### src/design/sct_pkg.sv
// Package: constants and types of the sampling clock and timestamp block.
package sct_pkg;
   localparam int SMP_W = 8;
   localparam int DLY_STEPS = 256;
   localparam int DLY_W = $clog2(DLY_STEPS);
   localparam int RAMP_CYC = 384;
   localparam logic [8:0] RAMP_TICK_LAST = 9'(RAMP_CYC - 1);
   localparam logic [7:0] RAMP_STEP_SLOW = 8'h01;
   localparam logic [7:0] RAMP_STEP_FAST = 8'h04;
   // Register offsets.
   localparam logic [7:0] OFS_CTRL = 8'h00;
   localparam logic [7:0] OFS_COARSE = 8'h04;
   localparam logic [7:0] OFS_FINE = 8'h08;
   localparam logic [7:0] OFS_STAT = 8'h0C;
   localparam logic [7:0] OFS_SREF = 8'h10;
   // Control fields and reset values.
   localparam int CTRL_MARK_EN = 0;
   localparam int CTRL_SINGLE = 1;
   localparam int CTRL_INV = 2;
   localparam int CTRL_RAMP_EN = 3;
   localparam int CTRL_RAMP_FAST = 4;
   localparam int CTRL_SREF_EN = 5;
   localparam int CTRL_W = 6;
   localparam logic [CTRL_W-1:0] CTRL_RST = 6'h20;
   localparam logic [7:0] COARSE_RST = 8'h00;
   localparam logic [7:0] FINE_RST = 8'h00;
   // Status fields.
   localparam int STAT_BUSY = 8;
   localparam int STAT_SEEN = 9;
   localparam int SREF_CNT_W = 16;
   typedef enum logic {SCT_RAMP_IDLE, SCT_RAMP_RUN} sct_ramp_st_t;
   typedef struct packed {
      logic invert;
      logic [DLY_W-1:0] coarse;
      logic [DLY_W-1:0] fine;
   } sct_delay_t;
   typedef struct packed {
      logic vld;
      logic [SMP_W-1:0] rise_a;
      logic [SMP_W-1:0] rise_b;
      logic [SMP_W-1:0] fall_a;
   } sct_core_t;
   typedef struct packed {
      logic [1:0] vld;
      logic [1:0][SMP_W-1:0] d;
   } sct_pair_t;
endpackage

### src/design/sct_lsb_mark.sv
// Module: puts the trigger status into the LSB of each sample slot.
`timescale 1ns/1ps
module sct_lsb_mark
   import sct_pkg::*;
(
   // Clock and reset.
   input wire logic clk_sys,
   input wire logic rst_n,
   // Sample pair and trigger.
   input wire sct_pair_t pair_in,
   input wire logic mark_en,
   input wire logic trig,
   // Marked pair.
   output sct_pair_t pair_out
);
   sct_pair_t mark_nxt;
   assign mark_nxt.vld = pair_in.vld;
   genvar g;
   for (g = 0; g < 2; g++) begin : g_slot
      assign mark_nxt.d[g] = mark_en ?
         {pair_in.d[g][SMP_W-1:1], trig} : pair_in.d[g];
   end
   always_ff @(posedge clk_sys) begin
      if (!rst_n) pair_out <= '0;
      else pair_out <= mark_nxt;
   end
endmodule // sct_lsb_mark

### src/design/sct_delay_ramp.sv
// Module: steps the live coarse delay toward its written target.
`timescale 1ns/1ps
module sct_delay_ramp
   import sct_pkg::*;
(
   // Clock and reset.
   input wire logic clk_sys,
   input wire logic rst_n,
   // Control.
   input wire logic ramp_en,
   input wire logic ramp_fast,
   input wire logic load,
   input wire logic [DLY_W-1:0] target,
   // Live setting.
   output logic [DLY_W-1:0] current,
   output logic busy
);
   sct_ramp_st_t st_r, st_nxt;
   logic [8:0] tick_r, tick_nxt;
   logic [DLY_W-1:0] cur_r, cur_nxt;
   wire [7:0] step = ramp_fast ? RAMP_STEP_FAST : RAMP_STEP_SLOW;
   wire up = target > cur_r;
   wire [7:0] gap = up ? target - cur_r : cur_r - target;
   wire tick_done = tick_r == RAMP_TICK_LAST;
   always_comb begin
      st_nxt = st_r;
      cur_nxt = cur_r;
      tick_nxt = tick_r;
      unique case (st_r)
         SCT_RAMP_IDLE: begin
            if (!ramp_en) cur_nxt = target;
            else if (load) begin
               st_nxt = SCT_RAMP_RUN;
               tick_nxt = 9'h000;
            end
         end
         SCT_RAMP_RUN: begin
            tick_nxt = tick_r + 9'h001;
            if (!ramp_en) begin
               cur_nxt = target;
               st_nxt = SCT_RAMP_IDLE;
            end else if (load) tick_nxt = 9'h000;
            else if (tick_done) begin
               tick_nxt = 9'h000;
               if (gap <= step) begin
                  cur_nxt = target;
                  st_nxt = SCT_RAMP_IDLE;
               end else cur_nxt = up ? cur_r + step : cur_r - step;
            end
         end
      endcase
   end
   always_ff @(posedge clk_sys) begin
      if (!rst_n) begin
         st_r <= SCT_RAMP_IDLE;
         tick_r <= 9'h000;
         cur_r <= COARSE_RST;
      end else begin
         st_r <= st_nxt;
         tick_r <= tick_nxt;
         cur_r <= cur_nxt;
      end
   end
   assign current = cur_r;
   assign busy = st_r == SCT_RAMP_RUN;
endmodule // sct_delay_ramp

### src/design/sct_top.sv
// Module: sampling clock control, timing reference capture and marking.
`timescale 1ns/1ps
module sct_top
   import sct_pkg::*;
(
   // Clock and reset.
   input wire logic clk_sys,
   input wire logic rst_n,

   // Register port.
   input wire logic [7:0] reg_addr,
   input wire logic [31:0] reg_wdata,
   input wire logic reg_wr,
   input wire logic reg_rd,
   output logic [31:0] reg_rdata,

   // Converter core samples.
   input wire sct_core_t core_smp,

   // Trigger pair.
   input wire logic trigger_mark_input_pos,
   input wire logic trigger_mark_input_neg,

   // Timing reference.
   input wire logic sysref_in,

   // Samples toward the serializer.
   output sct_pair_t out_smp,
   output logic sysref_capture,

   // Clock path controls.
   output sct_delay_t delay_set,
   output logic fall_edge_en
);

   ////////////////////////////////////////////////////////////////////
   // Declarations.

   logic [CTRL_W-1:0] ctrl_r;
   logic [DLY_W-1:0] coarse_tgt_r;
   logic [DLY_W-1:0] fine_r;
   logic seen_r;
   logic seen_nxt;
   logic [SREF_CNT_W-1:0] sref_cnt_r;
   logic [SREF_CNT_W-1:0] sref_per_r;
   logic [SREF_CNT_W-1:0] per_cnt_r;
   logic [31:0] rdata_r;
   sct_pair_t stg_pair_r;
   logic stg_trig_r;
   logic sref_s1_r;
   logic sref_s2_r;
   logic sref_cap_r;
   sct_delay_t delay_r;
   logic [DLY_W-1:0] coarse_cur;
   logic ramp_busy;

   ////////////////////////////////////////////////////////////////////
   // Address decode.

   wire hit_ctrl = reg_addr == OFS_CTRL;
   wire hit_coarse = reg_addr == OFS_COARSE;
   wire hit_fine = reg_addr == OFS_FINE;
   wire hit_stat = reg_addr == OFS_STAT;
   wire hit_sref = reg_addr == OFS_SREF;

   wire wr_ctrl = reg_wr && hit_ctrl;
   wire wr_coarse = reg_wr && hit_coarse;
   wire wr_fine = reg_wr && hit_fine;
   wire wr_stat = reg_wr && hit_stat;
   wire wr_sref = reg_wr && hit_sref;

   ////////////////////////////////////////////////////////////////////
   // Control fields.

   wire mark_en = ctrl_r[CTRL_MARK_EN];
   wire single_mode = ctrl_r[CTRL_SINGLE];
   wire inv_en = ctrl_r[CTRL_INV];
   wire ramp_en = ctrl_r[CTRL_RAMP_EN];
   wire ramp_fast = ctrl_r[CTRL_RAMP_FAST];
   wire sref_en = ctrl_r[CTRL_SREF_EN];

   ////////////////////////////////////////////////////////////////////
   // Software registers.

   always_ff @(posedge clk_sys) begin
      if (!rst_n) ctrl_r <= CTRL_RST;
      else if (wr_ctrl) ctrl_r <= reg_wdata[CTRL_W-1:0];
   end

   always_ff @(posedge clk_sys) begin
      if (!rst_n) coarse_tgt_r <= COARSE_RST;
      else if (wr_coarse) coarse_tgt_r <= reg_wdata[DLY_W-1:0];
   end

   always_ff @(posedge clk_sys) begin
      if (!rst_n) fine_r <= FINE_RST;
      else if (wr_fine) fine_r <= reg_wdata[DLY_W-1:0];
   end

   ////////////////////////////////////////////////////////////////////
   // Coarse delay ramp.

   // The ramp keeps the clock path free of large jumps, which lowers
   // the chance that the serial link drops its alignment.
   // Changes allowed on the fly.
   sct_delay_ramp u_ramp (
      .clk_sys (clk_sys),
      .rst_n (rst_n),
      .ramp_en (ramp_en),
      .ramp_fast (ramp_fast),
      .load (wr_coarse),
      .target (coarse_tgt_r),
      .current (coarse_cur),
      .busy (ramp_busy)
   );

   ////////////////////////////////////////////////////////////////////
   // Aperture delay output.

   // The three settings are separate fields and any mix is legal.
   // Independent delay fields.
   always_ff @(posedge clk_sys) begin
      if (!rst_n) begin
         delay_r <= '0;
      end else begin
         delay_r.invert <= inv_en;
         delay_r.coarse <= coarse_cur;
         delay_r.fine <= fine_r;
      end
   end

   assign delay_set = delay_r;

   ////////////////////////////////////////////////////////////////////
   // Sampling edge selection.

   // Falling edge used in single mode.
   assign fall_edge_en = single_mode;

   // In single mode both slots come from channel A: first the
   // rising-edge sample, then the falling-edge sample of the same
   // clock period. Dual mode carries A and B from the rising edge.
   wire [SMP_W-1:0] slot1_dat = single_mode ?
      core_smp.fall_a : core_smp.rise_b;

   sct_pair_t pair_in;
   assign pair_in.d[0] = core_smp.rise_a;
   assign pair_in.d[1] = slot1_dat;
   assign pair_in.vld = {core_smp.vld, core_smp.vld};

   ////////////////////////////////////////////////////////////////////
   // Capture stage.

   // Differential trigger: high when the true leg is above the other.
   wire trig_level = trigger_mark_input_pos & ~trigger_mark_input_neg;

   // The trigger, the timing reference and the sample are all taken
   // on the same edge, so each mark lands on the sample it belongs to.
   // One clock for capture and output.
   always_ff @(posedge clk_sys) begin
      if (!rst_n) begin
         stg_pair_r <= '0;
         stg_trig_r <= 1'b0;
         sref_s1_r <= 1'b0;
         sref_s2_r <= 1'b0;
      end else begin
         stg_pair_r <= pair_in;
         stg_trig_r <= mark_en & trig_level;
         sref_s1_r <= sysref_in;
         sref_s2_r <= sref_s1_r;
      end
   end

   ////////////////////////////////////////////////////////////////////
   // Sample marking.

   sct_lsb_mark u_mark (
      .clk_sys (clk_sys),
      .rst_n (rst_n),
      .pair_in (stg_pair_r),
      .mark_en (mark_en),
      .trig (stg_trig_r),
      .pair_out (out_smp)
   );

   ////////////////////////////////////////////////////////////////////
   // Timing reference capture.

   // A rising edge of the reference is taken at a fixed stage, so the
   // latency from the pin to the capture pulse is the same after every
   // start-up. Pulse and periodic forms are handled alike: each rising
   // edge is one event.
   // Fixed capture edge.
   wire sref_edge = sref_en & sref_s1_r & ~sref_s2_r;

   always_ff @(posedge clk_sys) begin
      if (!rst_n) sref_cap_r <= 1'b0;
      else sref_cap_r <= sref_edge;
   end

   assign sysref_capture = sref_cap_r;

   // Edge count, saturating, so software can tell one pulse from many.
   wire cnt_full = &sref_cnt_r;
   wire per_full = &per_cnt_r;

   always_ff @(posedge clk_sys) begin
      if (!rst_n) sref_cnt_r <= '0;
      else if (wr_sref) sref_cnt_r <= '0;
      else if (sref_edge && !cnt_full)
         sref_cnt_r <= sref_cnt_r + 16'h0001;
   end

   // Cycles between two edges; the last full period is kept. A single
   // pulse leaves the period at zero, which reads as "not periodic".
   always_ff @(posedge clk_sys) begin
      if (!rst_n) begin
         per_cnt_r <= '0;
         sref_per_r <= '0;
      end else if (wr_sref) begin
         per_cnt_r <= '0;
         sref_per_r <= '0;
      end else if (sref_edge) begin
         per_cnt_r <= 16'h0001;
         sref_per_r <= per_cnt_r;
      end else if (per_cnt_r != 16'h0000 && !per_full) begin
         per_cnt_r <= per_cnt_r + 16'h0001;
      end
   end

   // Sticky flag; a new edge in the clearing cycle keeps it set.
   wire seen_clr = wr_stat && reg_wdata[STAT_SEEN];

   always_comb begin
      seen_nxt = seen_r;
      if (seen_clr) seen_nxt = 1'b0;
      if (sref_edge) seen_nxt = 1'b1;
   end

   always_ff @(posedge clk_sys) begin
      if (!rst_n) seen_r <= 1'b0;
      else seen_r <= seen_nxt;
   end

   ////////////////////////////////////////////////////////////////////
   // Read path.

   wire [31:0] ctrl_word = {{(32 - CTRL_W){1'b0}}, ctrl_r};
   wire [31:0] coarse_word = {24'h000000, coarse_tgt_r};
   wire [31:0] fine_word = {24'h000000, fine_r};
   wire [31:0] stat_word = {22'h000000 >> 0, seen_r, ramp_busy, coarse_cur};
   wire [31:0] sref_word = {sref_per_r, sref_cnt_r};

   // Unmapped offsets read as zero.
   wire [31:0] rd_mux =
      hit_ctrl ? ctrl_word :
      hit_coarse ? coarse_word :
      hit_fine ? fine_word :
      hit_stat ? stat_word :
      hit_sref ? sref_word : 32'h00000000;

   // Data stand only in the cycle after the strobe.
   always_ff @(posedge clk_sys) begin
      if (!rst_n) rdata_r <= 32'h00000000;
      else if (reg_rd) rdata_r <= rd_mux;
      else rdata_r <= 32'h00000000;
   end

   assign reg_rdata = rdata_r;

endmodule // sct_top

### config.mk
export PLATFORM = sky130hd
export DESIGN_NAME = sct_top
export DESIGN_NICKNAME = d
export VERILOG_FILES = /design/src/design/sct_pkg.sv /design/src/design/sct_lsb_mark.sv /design/src/design/sct_delay_ramp.sv /design/src/design/sct_top.sv
export SDC_FILE = /design/constraint.sdc
export NUM_CORES = 1
export LEC_CHECK = 0
export BUFFER_PORTS_ARGS = -buffer_cell sky130_fd_sc_hd__buf_4
export CELL_PAD_IN_SITES_DETAIL_PLACEMENT = 0
export CELL_PAD_IN_SITES_GLOBAL_PLACEMENT = 2
export CORE_ASPECT_RATIO = 0.6
export CORE_MARGIN = 5
export CORE_UTILIZATION = 34
export DETAILED_ROUTE_END_ITERATION = 10
export GPL_TIMING_DRIVEN = 0
export PLACE_DENSITY = 0.87
export SLEW_MARGIN = 20
export SYNTH_ARGS = -nofsm -noshare
export SYNTH_HDL_FRONTEND = slang
export SYNTH_SLANG_ARGS = --single-unit
### constraint.sdc
create_clock -name clk_sys -period 4.4 [get_ports clk_sys]
set_input_delay 0.88 -clock clk_sys [delete_from_list [all_inputs] [get_ports clk_sys]]
set_output_delay 0.88 -clock clk_sys [all_outputs]
set_load 0.02 [all_outputs]
* Word level (Yosys, flattened, before mapping)
Cells that the tools add are included.
Widths: inputs -> output; s select.
** Word-level totals
- Bits in registers :: 176
- Word-level logic and storage cells :: 115
- Output and inout port bits :: 69
** Operators by class
- Multiplexer cells :: 34
- $add $sub $neg :: 7
- $lt $le $gt $ge :: 2
- Bitwise operators :: 10
- Reductions and logical operators :: 24
- Eq/ne operators :: 10
** Operator list (count)
- $mux 8 :: 10
- $mux 9 :: 5
- $add 16x1->16 const B :: 2
- $reduce_and 16->1 :: 2
- $sub 8x8->8 :: 3
- $mux 10 :: 2
- $pmux 9 s2 :: 1
- $eq 8x4->1 const B :: 2
- $pmux 8 s2 :: 1
- $reduce_bool 16->1 :: 1
- $mux 1 :: 12
- $add 9x1->9 const B :: 1
- $eq 9x9->1 const B :: 1
- $add 8x8->8 :: 1
- $eq 8x3->1 const B :: 1
- $eq 8x5->1 const B :: 1
- $gt 8x8->1 :: 1
- $le 8x8->1 :: 1
- $logic_and 1x1->1 :: 8
- $logic_not 8->1 :: 1
- $reduce_or 7->1 :: 1
- $mux 6 :: 1
- $ne 3x3->1 const B :: 2
- $not 1->1 :: 6
- 12 further kinds :: 20

* Depth between registers and ports, before layout
- Depth in word-level cells :: 8
- Gate-level depth with buffers :: 18
- Depth with buffers taken out :: 17

* Modules after synthesis
From an unflattened synthesis, not the netlist that was laid out.
** Second synthesis, totals
- Cells, all modules :: 921
- Area, all modules :: 8232.9 um^2
** Modules (own cells, without submodules)
- sct_top :: instances 1, cells each 607, area an instance 5569.1 um^2
- sct_delay_ramp :: instances 1, cells each 274, area an instance 2143.3 um^2
- sct_lsb_mark :: instances 1, cells each 40, area an instance 520.5 um^2

* Least setup slack after synthesis
OpenSTA, ideal clock, no wires.
- Path type :: register -> register
- Start :: register u_ramp.cur_r[1], in the netlist u_ramp.current[1]
- End :: register u_ramp.cur_r[5], in the netlist u_ramp.current[5]
- Arrival time :: 3.353 ns
- Setup slack :: 0.907 ns
- Buffers on the path :: 1
- Period minus slack after synthesis :: 3.493 ns
- Cell stages (with the launch flop) :: 16
- Path through :: dfxtp_1 -> inv_1 -> fa_1 -> a211oi_2 -> nor3_2 -> o21ai_4 -> mux2i_1 -> xnor2_1 -> ha_1 -> o21ai_0 -> o221ai_1 -> nor3b_1 -> nand4_1 -> o221ai_2 -> buf_4 -> o311ai_0
** Between the ends
- Longest elaborated chain between the ends :: 8
- Elaborated cells on any way between the ends :: 13
** RTL lines
- from (decl) :: RTL line sct_delay_ramp.sv:20 : logic [DLY_W-1:0] cur_r, cur_nxt;
- from (signal assigned) :: RTL line sct_delay_ramp.sv:61 : cur_r <= cur_nxt;
- $sub 8x8->8 / $gt 8x8->1 (equally long branches) :: RTL line sct_delay_ramp.sv:23, sct_delay_ramp.sv:22
- $mux 8 :: RTL line sct_delay_ramp.sv:23 : wire [7:0] gap = up ? target - cur_r : cur_r - target;
- $le 8x8->1 :: RTL line sct_delay_ramp.sv:45 : if (gap <= step) begin
- $mux 8 (*) :: RTL line sct_delay_ramp.sv:45
- $mux 8 (*) :: RTL line sct_delay_ramp.sv:43 : else if (tick_done) begin
- $mux 8 (*) :: RTL line sct_delay_ramp.sv:42 : end else if (load) tick_nxt = 9'h000;
- $mux 8 (*) :: RTL line sct_delay_ramp.sv:39 : if (!ramp_en) begin
- $pmux 8 s2 (*) :: RTL line sct_delay_ramp.sv:29 : unique case (st_r)
Every way passes the cells marked *; elsewhere a longest branch is shown, timed or not. The select of a mux whose other input is x is not followed.
A chain may end at the register's enable or synchronous reset.

* Final worst setup path
- Start :: register coarse_tgt_r[0]
- End :: register u_ramp.cur_r[0], in the netlist u_ramp.current[0]
** Between the ends
- Longest elaborated chain between the ends :: 8
- Elaborated cells on any way between the ends :: 12
** RTL lines
- from (decl) :: RTL line sct_top.sv:40 : logic [DLY_W-1:0] coarse_tgt_r;
- from (signal assigned) :: RTL line sct_top.sv:92 : else if (wr_coarse) coarse_tgt_r <= reg_wdata[DLY_W-1:0];
- $sub 8x8->8 / $gt 8x8->1 (equally long branches) :: RTL line sct_delay_ramp.sv:23, sct_delay_ramp.sv:22
- $mux 8 :: RTL line sct_delay_ramp.sv:23
- $le 8x8->1 :: RTL line sct_delay_ramp.sv:45
- $mux 8 :: RTL line sct_delay_ramp.sv:45
- $mux 8 :: RTL line sct_delay_ramp.sv:43
- $mux 8 :: RTL line sct_delay_ramp.sv:42
- $mux 8 :: RTL line sct_delay_ramp.sv:39
- $pmux 8 s2 (*) :: RTL line sct_delay_ramp.sv:29
Marked as above.

==> flow_metrics.env <==
export IMPL_status="finished clean"
export IMPL_yosys_area_top_type="dfxtp_1"
export IMPL_diodes=0
export IMPL_ys_ff_latch=176
export IMPL_ios=141
export IMPL_grt_remaining_overflow=0
export IMPL_worstPathArrival_ns=4.50
export IMPL_fin_crit_ns=4.125
export IMPL_crit_chain="inv_1, ha_1, inv_1, fa_1, a211oi_4, nor3_2, o21ai_4, mux2i_1, xnor2_1, ha_1, o21ai_2, o221ai_1, nor3b_1, nand4_1, o221ai_4, buf_4, mux2i_1, a22o_1"
export IMPL_hold_start="stg_pair_r[13]"
export IMPL_yosys_warnings=0
export IMPL_synth_flop_cell="dfxtp_1"
export IMPL_grt_pass1_wl_um=34300
export IMPL_slew_headroom=0.3873
export IMPL_grt_max_degree=17
export IMPL_clock_latency_ns=0.44
export IMPL_peakVddDrop_mv=0.2835
export IMPL_dp_hpwl_um=16850
export IMPL_ys_seq_area_frac=0.4616
export IMPL_post_route_drc_count=0
export IMPL_cp_startpoint="coarse_tgt_r[0]"
export IMPL_crit_path_end_kind="register"
export IMPL_via_count=6314
export IMPL_fin_setup_tns_ns=0
export IMPL_regArea_um2=3525
export IMPL_multi_input_area_um2=3810
export IMPL_finalPower_mw=3.334
export IMPL_fillers=2219
export IMPL_syn_to_final_growth_pct=24.36
export IMPL_required_ns=4.78
export IMPL_worstSetupPathType="reg2reg"
export IMPL_syn_avg_cell_area_um2=9.108
export IMPL_worst_hold_slack_ns=0.4315
export IMPL_grt_pass1_vias=5729
export IMPL_synth_async_reset_ratio=0
export IMPL_post_route_util=0.4300
export IMPL_clk_pin_slew_worst_paths_ns=0.08
export IMPL_final_layout_size_suffix_gt1_frac=0.1887
export IMPL_combPwrFrac=0.063
export IMPL_tightest_slew_ns=0.9122
export IMPL_die_h_um=126.1
export IMPL_cts_tree="yes"
export IMPL_switching_share=0.2459
export IMPL_wl_per_cell_um=17.30
export IMPL_die_w_um=203.4
export IMPL_postSynthCellCount=838
export IMPL_p_per_area_nw_per_um2=351.2
export IMPL_fmax_mhz=242.4
export IMPL_port_buffer_count=117
export IMPL_antenna_found_initial=0
export IMPL_p_leak_nw=3.695
export IMPL_synth_edf_count=0
export IMPL_cts_made_buffers=17
export IMPL_initial_core_util=0.3458
export IMPL_layout_common_cells="175 x dfxtp_1, 123 x buf_4, 100 x nand2_1"
export IMPL_clock_sinks=176
export IMPL_ys_types=73
export IMPL_startpoint_type="register"
export IMPL_cts_max_path_buffers=2
export IMPL_nets=1081
export IMPL_core_um2=22070
export IMPL_placementRows=42
export IMPL_slowest_delay_ns=0.44
export IMPL_drv_cap=0
export IMPL_place_congestion=0.8837
export IMPL_cts_root_buf="clkbuf_16"
export IMPL_drt_iter0_drc=565
export IMPL_critical_path_top_delay_family="compound AO/OA/AOI/OAI gates"
export IMPL_fin_worst_skew_ns=0.01184
export IMPL_crit_buf_inv=3
export IMPL_pwr_share_clk=0.446
export IMPL_rsz0062_at_grt="false"
export IMPL_track_usage=0.1723
export IMPL_p_seq_frac=0.491
export IMPL_period_share=0.9376
export IMPL_slowest_stage="fa_1"
export IMPL_fp_dieArea_um2=25640
export IMPL_synth_area_leaders="dfxtp_1 46%, and2_1 5.8%, nand2_1 4.9%"
export IMPL_worstHoldPathType="reg2reg"
export IMPL_vias_per_cell=4.944
export IMPL_timing_rr_start="coarse_tgt_r[0]"
export IMPL_first_pass_iters=6
export IMPL_intPower_mw=2.514
export IMPL_cts_max_level=4
export IMPL_synth_fp_nets=941
export IMPL_final_common_cell="dfxtp_1"
export IMPL_switching_power_mw=0.8199
export IMPL_wirelength_um=22090
export IMPL_synth_top_area_frac=0.4616
export IMPL_finalHoldViolations=0
export IMPL_drv_slew=0
export IMPL_synth_cell_area_um2=7632
export IMPL_crit_path_max_fanout=4
export IMPL_postRouteAntennaNets=0
export IMPL_setup_violations=0
## synth_stat cells (all sizes together), types with 5 or more instances
library cell / number
xor2: 20
nand3: 45
nand2b: 10
and2: 72
a31oi: 6
inv: 38
mux2i: 15
o311ai: 5
clkbuf: 28
a21oi: 35
buf: 11
o211ai: 5
o221ai: 7
nor4: 8
nand4: 12
o21ai: 26
nor2b: 17
dfxtp: 176
a21boi: 25
ha: 28
nand2: 102
nor2: 54
nor3: 10
xnor2: 15
and3: 9
## per-stage QoR
| stage | std cells | instance area [um2] | worst slack [ns] |
|---|---|---|---|
| 2_1_floorplan | 838 | 7632 | 0.9071 |
| 3_3_place_gp | 1241 | 8869 | -0.3743 |
| 3_5_place_dp | 1241 | 8869 | -0.3675 |
| 4_1_cts | 1277 | 9479 | 0.1612 |
| 5_1_grt | 1277 | 9492 | 0.009530 |
| 6_report | 1277 | 9492 | 0.2746 |
## cell families after synthesis
logic type,synth area share
simple gates,0.2497
buf+inv,0.04213
flops,0.4616
mux,0.01967
fa+ha+maj,0.05377
xor+xnor,0.04016
compound gates,0.1329
## cell type report
| cell class | count | share of cell area |
|---|---|---|
| multi-input cells | 585 | 0.4014 |
| repair buffers | 121 | 0.09570 |
| plain buffers | 39 | 0.01885 |
| inverters | 38 | 0.01503 |
| flip-flops and latches | 176 | 0.3713 |
| clock buffers | 18 | 0.04627 |
| well taps | 286 | 0.03770 |
| clock inverters | 14 | 0.01371 |
## registers in the layout (all words and copies together) (netlist names)
signal and cells:
reg_rdata 32, delay_set 17, stg_pair_r 17, u_mark.pair_out 17, per_cnt_r 16, sref_cnt_r 16
sref_per_r 16, u_ramp.tick_r 9, coarse_tgt_r 8, fine_r 8, u_ramp.current 8, ctrl_r 6
seen_r 1, sref_s1_r 1, sref_s2_r 1, stg_trig_r 1, sysref_capture 1, u_ramp.busy 1
## final timing paths
| check | endpoint | slack, ns | cells past startpoint |
|---|---|---|---|
| min reg2reg | u_mark.pair_out[13] | 0.43 | 1 |
| min | u_mark.pair_out[13] | 0.43 | 1 |
| max | u_ramp.current[0] | 0.27 | 18 |
| max reg2reg | u_ramp.current[0] | 0.27 | 18 |
## per-layer routing
layer  vias to the layer above  global-route usage  share of wire
met1                      2895              0.2841           0.55
met4                         0             0.04043          0.011
met2                       237              0.2003           0.34
met5                         -                   0              0
met3                        18             0.06346          0.097
li1                       3164                   -              -
## power by group through the flow
stage	logic, mW	registers (mW)	clock network, mW
final	0.211	1.64	1.49
after global routing	0.237	1.64	1.59
after CTS	0.211	1.64	1.53
after detailed placement	0.209	1.67	0
after global placement	0.208	1.67	0
after floorplan	0.110	1.68	0
## timing repair
item	in CTS	in global routing
pin swaps	2	0
setup buffers	4	0
hold buffers	0	0
endpoints found under the setup margin	9	9
resized for setup	2	3
No activity file was read; power rests on OpenSTA's default activity.
